$ cat src/verilog/rtcs_cfg.svh
// constants for the ram transfer checksum block
// Behaviour
// - checksum accumulates every data byte the host writes while clk_en is high, except one written in the same cycle as a select bits or direction change.
// - type select 0 gives xor checksum, 1 gives crc-8 checksum.
// - xor mode: new checksum is data byte xor previous checksum.
// - crc mode: fold byte with polynomial x^8+x^5+x^4+1 into checksum.
// - checksum clears when register select bits or direction bit change.
// - status read command returns the accumulated checksum value.
`ifndef RTCS_CFG_SVH
`define RTCS_CFG_SVH
`define RTCS_CRC_POLY  8'h31
`define RTCS_SUM_RESET 8'h00
`define RTCS_MSB       7
`define RTCS_TYPE_XOR  1'b0
`define RTCS_TYPE_CRC  1'b1
`define RTCS_BYTE_BITS 8
`define RTCS_CRC_PROBE 8'h01
`define RTCS_SEL_RESET 2'h0
`define RTCS_DIR_RESET 1'b0
`define RTCS_VALID_OFF 1'b0
`define RTCS_VALID_ON  1'b1
`endif

$ cat src/verilog/rtcs_pkg.sv
// types for the ram transfer checksum block
package rtcs_pkg;
    typedef logic [7:0] rtcs_byte_t;
    typedef logic [1:0] rtcs_sel_t;
endpackage

$ cat src/verilog/rtcs_crc8_step.sv
// one-byte crc-8 step, msb first
`timescale 1ns/1ps
`default_nettype none
`include "rtcs_cfg.svh"
module rtcs_crc8_step
    import rtcs_pkg::*;
(
    // operands
    input  wire rtcs_byte_t crc_in,
    input  wire rtcs_byte_t data_in,
    // result
    output var rtcs_byte_t  crc_out
);
    always_comb begin
        rtcs_byte_t c;
        c = crc_in ^ data_in;
        for (int i = 0; i < `RTCS_BYTE_BITS; i++) begin
            if (c[`RTCS_MSB]) begin
                c = {c[6:0], 1'b0} ^ `RTCS_CRC_POLY;
            end else begin
                c = {c[6:0], 1'b0};
            end
        end
        crc_out = c;
    end
endmodule // rtcs_crc8_step
`default_nettype wire

$ cat src/verilog/rtcs_checksum.sv
// ram transfer checksum accumulator with status capture
`timescale 1ns/1ps
`default_nettype none
`include "rtcs_cfg.svh"
module rtcs_checksum
    import rtcs_pkg::*;
(
    // clock and reset
    input  wire logic       ref_clk,
    input  wire logic       rst,
    input  wire logic       clk_en,
    // checksum mode
    input  wire logic       checksum_type_select,
    // command select
    input  wire rtcs_sel_t  register_select_bits,
    input  wire logic       read_not_write,
    // data writes
    input  wire logic       data_write_stb,
    input  wire rtcs_byte_t data_byte,
    // status reads
    input  wire logic       status_read_stb,
    // result
    output var rtcs_byte_t  checksum,
    output var rtcs_byte_t  status_data,
    output var logic        status_valid
);

    // accumulator
    rtcs_byte_t sum_ff;
    rtcs_byte_t nxt_sum;

    // remembered command select and direction
    rtcs_sel_t  sel_ff;
    rtcs_sel_t  nxt_sel;
    logic       dir_ff;
    logic       nxt_dir;

    // captured status
    rtcs_byte_t stat_ff;
    rtcs_byte_t nxt_stat;
    logic       sv_ff;
    logic       nxt_sv;

    // candidate next values for each mode
    rtcs_byte_t crc_val;
    rtcs_byte_t xor_val;
    logic       sel_change;

    // one crc step per written byte, folded into the running value
    rtcs_crc8_step u_step (
        .crc_in  (sum_ff),
        .data_in (data_byte),
        .crc_out (crc_val)
    );

    assign xor_val = sum_ff ^ data_byte;

    // a change of select bits or direction against the last enabled cycle
    assign sel_change = (register_select_bits != sel_ff) || (read_not_write != dir_ff);

    // selection group: follows the command select every enabled cycle
    always_comb begin
        nxt_sel = register_select_bits;
        nxt_dir = read_not_write;
    end

    always_ff @(posedge ref_clk or posedge rst) begin
        if (rst) begin
            sel_ff <= `RTCS_SEL_RESET;
            dir_ff <= `RTCS_DIR_RESET;
        end else if (clk_en) begin
            sel_ff <= nxt_sel;
            dir_ff <= nxt_dir;
        end
    end

    // accumulator group: a clear wins over a write in the same cycle
    always_comb begin
        nxt_sum = sum_ff;
        if (sel_change) begin
            nxt_sum = `RTCS_SUM_RESET;
        end else if (data_write_stb) begin
            if (checksum_type_select == `RTCS_TYPE_CRC) begin
                nxt_sum = crc_val;
            end else begin
                nxt_sum = xor_val;
            end
        end
    end

    always_ff @(posedge ref_clk or posedge rst) begin
        if (rst) begin
            sum_ff <= `RTCS_SUM_RESET;
        end else if (clk_en) begin
            sum_ff <= nxt_sum;
        end
    end

    // status group: captures the value before any same-cycle write
    always_comb begin
        nxt_stat = stat_ff;
        nxt_sv   = `RTCS_VALID_OFF;
        if (status_read_stb) begin
            nxt_stat = sum_ff;
            nxt_sv   = `RTCS_VALID_ON;
        end
    end

    always_ff @(posedge ref_clk or posedge rst) begin
        if (rst) begin
            stat_ff <= `RTCS_SUM_RESET;
            sv_ff   <= `RTCS_VALID_OFF;
        end else if (clk_en) begin
            stat_ff <= nxt_stat;
            sv_ff   <= nxt_sv;
        end
    end

    // outputs straight from flip-flops
    assign checksum     = sum_ff;
    assign status_data  = stat_ff;
    assign status_valid = sv_ff;
endmodule // rtcs_checksum
`default_nettype wire

$ cat config.mk
export PLATFORM = sky130hd
export DESIGN_NAME = rtcs_checksum
export DESIGN_NICKNAME = d
export VERILOG_FILES = /design/src/verilog/rtcs_pkg.sv /design/src/verilog/rtcs_crc8_step.sv /design/src/verilog/rtcs_checksum.sv
export VERILOG_INCLUDE_DIRS = /design/src /design/src/verilog
export SDC_FILE = /design/constraint.sdc
export NUM_CORES = 1
export LEC_CHECK = 0
export BUFFER_PORTS_ARGS = -buffer_cell sky130_fd_sc_hd__buf_2
export CAP_MARGIN = 20
export CORE_ASPECT_RATIO = 1.1
export CORE_MARGIN = 4
export CORE_UTILIZATION = 47
export CTS_CLUSTER_SIZE = 12
export DETAILED_ROUTE_END_ITERATION = 16
export PLACE_DENSITY = 0.78
export SLEW_MARGIN = 40
export SYNTH_ARGS = -nofsm -noshare
export SYNTH_HDL_FRONTEND = slang
export SYNTH_SLANG_ARGS = --single-unit
$ cat constraint.sdc
create_clock -name ref_clk -period 1.73 [get_ports ref_clk]
set_clock_uncertainty 0.15 [all_clocks]
set_input_delay 0.346 -clock ref_clk [delete_from_list [all_inputs] [get_ports ref_clk]]
set_output_delay 0.346 -clock ref_clk [all_outputs]
set_load 0.02 [all_outputs]
==> impl_metrics.json <==
{
  "status": "finished, violations left",
  "violations": "negative setup slack",
  "cts_buffers": 3,
  "cts_buffer_depth": 2,
  "clk_pin_slew_ns": 0.12,
  "fillers": 195,
  "numClockSinks": 20,
  "max-slew-margin-rel_pct": 70.1,
  "finalMaxSlewViolations": 0,
  "post-synth-top-area-fraction_pct": 39.4,
  "finalCriticalPeriod_ns": 1.79,
  "vias": 1108,
  "antenna_found_initial": 0,
  "min-delay-start": "register_select_bits[0]",
  "routedWlPerCell_um": 15.3,
  "ios": 34,
  "finalSetupViolCount": 4,
  "rr_endpoint": "checksum[1]",
  "fp.coreArea_um2": 2540,
  "grtUsageTotal_pct": 18.0,
  "mostFrequentLayoutCell": "buf_2",
  "dp.cells": 197,
  "irDropWorstVdd_mv": 0.678,
  "synth-seq-cells": 20,
  "rsz0062_at_grt": "yes",
  "die_w_um": 57.6,
  "grt_pass1_vias": 1165,
  "gp_congestion": 0.798,
  "die_area_um2": 3600,
  "grt_pass1_wl_um": 5110,
  "initial_core_util_pct": 49.9,
  "hp-class": "input port to register",
  "regArea_um2": 503,
  "yosysSeqAreaShare_pct": 39.4,
  "power_density_nw_per_um2": 749,
  "remaining_drc_errors": 0,
  "crit_fanout": 3,
  "synth.area.top_cells": "dfrtp_1 (39%), xnor2_1 (9.7%), mux2_2 (8.9%)",
  "yosys.cell_types.count": 31,
  "hold_viol_final": 0,
  "r2r_start": "checksum[4]",
  "num-nets-final": 190,
  "fmax_mhz": 558,
  "io_buffer_count": 33,
  "syn_inst": 116,
  "drive_gt1_share_pct": 50.0,
  "rows": 19,
  "multi_input_area_um2": 811,
  "slowest_delay_ns": 0.43,
  "worstPathRequired_ns": 1.80,
  "min_to": "sel_ff[0]",
  "cp-end-kind": "register",
  "cap_violations": 0,
  "yosys_warnings": 0,
  "drtIter0Drc": 23,
  "syn_avg_cell_area_um2": 10.9,
  "worst_setup_path_start_kind": "register",
  "r2r_cells": 5,
  "synthToLayoutAreaGrowth_pct": 37.3,
  "cts_tree": "done",
  "avgViaCountPerCell": 5.46,
  "root_buffer": "clkbuf_4",
  "netlist_area_um2": 1270,
  "fin_cells": 203,
  "grt_max_degree": 21,
  "hpwl_um": 2360,
  "final_design_area_no_fill_um2": 1740,
  "fin_util_pct": 68.6,
  "setup_tns_ns": -0.115,
  "crit_slowest_cell": "dfrtp_1",
  "period_share_pct": 104,
  "leakage_nw": 0.866,
  "reg2reg_slack_ns": -0.06,
  "worstSkewPairLatency_ns": 0.30,
  "dieHeight_um": 62.5,
  "yosysTopAreaCell": "dfrtp_1",
  "arrival_ns": 1.86,
  "tightest_slew_ns": 0.447,
  "crit_type": "register to register",
  "drt-total-wl_um": 3110,
  "grt-ovfl-total": 0,
  "setup_ws_ns": -0.0617,
  "cts_htree_levels": 1,
  "antennaDiodeCount": 0,
  "final_antenna_net_count": 0,
  "dpl_cell_area_um2": 1630,
  "dr.pass1.iters": 4,
  "crit_chain": "xnor2_2 > xnor3_1 > a2111oi_2 > a211oi_1 > o31ai_1",
  "syn_nets": 133,
  "hold_path_depth": 2,
  "layout_common_cells": "buf_2 (33), buf_4 (21), dfrtp_1 (18)"
}
routing by layer:
metal	GRT usage (%)	up-vias	wire (µm)
li1	-	526	-
met1	22.3	553	1310
met2	32.2	27	1650
met3	2.69	2	132
met4	4.35	0	18
met5	0	-	0
registers in the layout (all words and copies together), names as in the netlist:
register	count
checksum	8
dir_ff	1
sel_ff	2
status_data	8
status_valid	1
metrics by stage:
stage / hold slack [ns] / setup slack, ns / total power, W
floorplan: 0.160 / -0.0777 / 0.000832
global placement: 0.235 / -0.0378 / 0.000976
detailed placement: 0.242 / -0.118 / 0.000994
CTS: 0.143 / -0.0531 / 0.00128
global route: 0.169 / -0.146 / 0.00138
finish: 0.165 / -0.0617 / 0.00131
layout make-up:
class / instances / share of cell area [%]
clock buffer: 4 / 2.08
timing repair buffer: 55 / 19.1
tap: 31 / 2.22
inverter: 6 / 1.29
sequential: 20 / 28.8
multi-input combinational: 87 / 46.5
kinds of logic after synthesis:
kind of cell              count (synthesis)  share of synthesized area (%)
AOI/OAI and AO/OA                        28                           14.1
and+or+nand+nor                          25                           12.1
xor gates and xnor gates                 24                           21.7
muxes                                    10                           8.87
DFF                                      20                           39.4
buffers and inverters                     9                           3.84
where the power goes:
| part | internal, W | switching [W] | leakage (nW) |
|---|---|---|---|
| combinational | 0.000259 | 0.000244 | 0.579 |
| sequential | 0.000500 | 0.0000268 | 0.265 |
| clock | 0.000128 | 0.000148 | 0.0210 |
| total | 0.000887 | 0.000420 | 0.866 |
how the worst max path moves through the flow:
stage / from / end / cells after the start
3_5_place_dp: data_byte[5] / checksum[1] / 6
4_1_cts: checksum[4] / checksum[1] / 5
6_report: checksum[4] / checksum[1] / 5
2_1_floorplan: checksum[5] / checksum[1] / 5
3_3_place_gp: data_byte[5] / checksum[1] / 6
5_1_grt: checksum[4] / checksum[1] / 5
cell usage after synthesis:
cell / count
xnor2_1: 14
a21oi_1: 3
a2111oi_2: 1
buf_6: 2
clkbuf_1: 1
nand2b_1: 2
o31ai_1: 1
xnor2_2: 3
nor3_1: 2
a2bb2oi_1: 1
xor3_1: 1
nand2_1: 9
nand4b_4: 1
inv_1: 6
o221ai_1: 2
xnor3_1: 2
o21ai_1: 6
nor4b_1: 3
or3_1: 2
o21ai_0: 8
nor2_1: 3
o211ai_1: 1
mux2_2: 10
nand3_1: 1
xor2_1: 4
a211o_1: 2
a211oi_1: 1
a31oi_1: 2
dfrtp_1: 20
nand2_4: 1
nor3b_1: 1
worst max-delay path, delay by kind of cell, from the launching register on:
family / cells / cell delay [ns]
AOI/OAI and AO/OA: 3 / 0.49
xor gates and xnor gates: 2 / 0.64
DFF: 1 / 0.43
what timing repair did:
item | CTS | global route
resized for setup | 2 | 7
hold endpoints to repair | 20 | 0
buffers inserted | 0 | 1
setup endpoints to repair | 5 | 8
hold buffers | 1 | 0
pin swaps | 2 | 8
(Power assumes the default switching activity.)
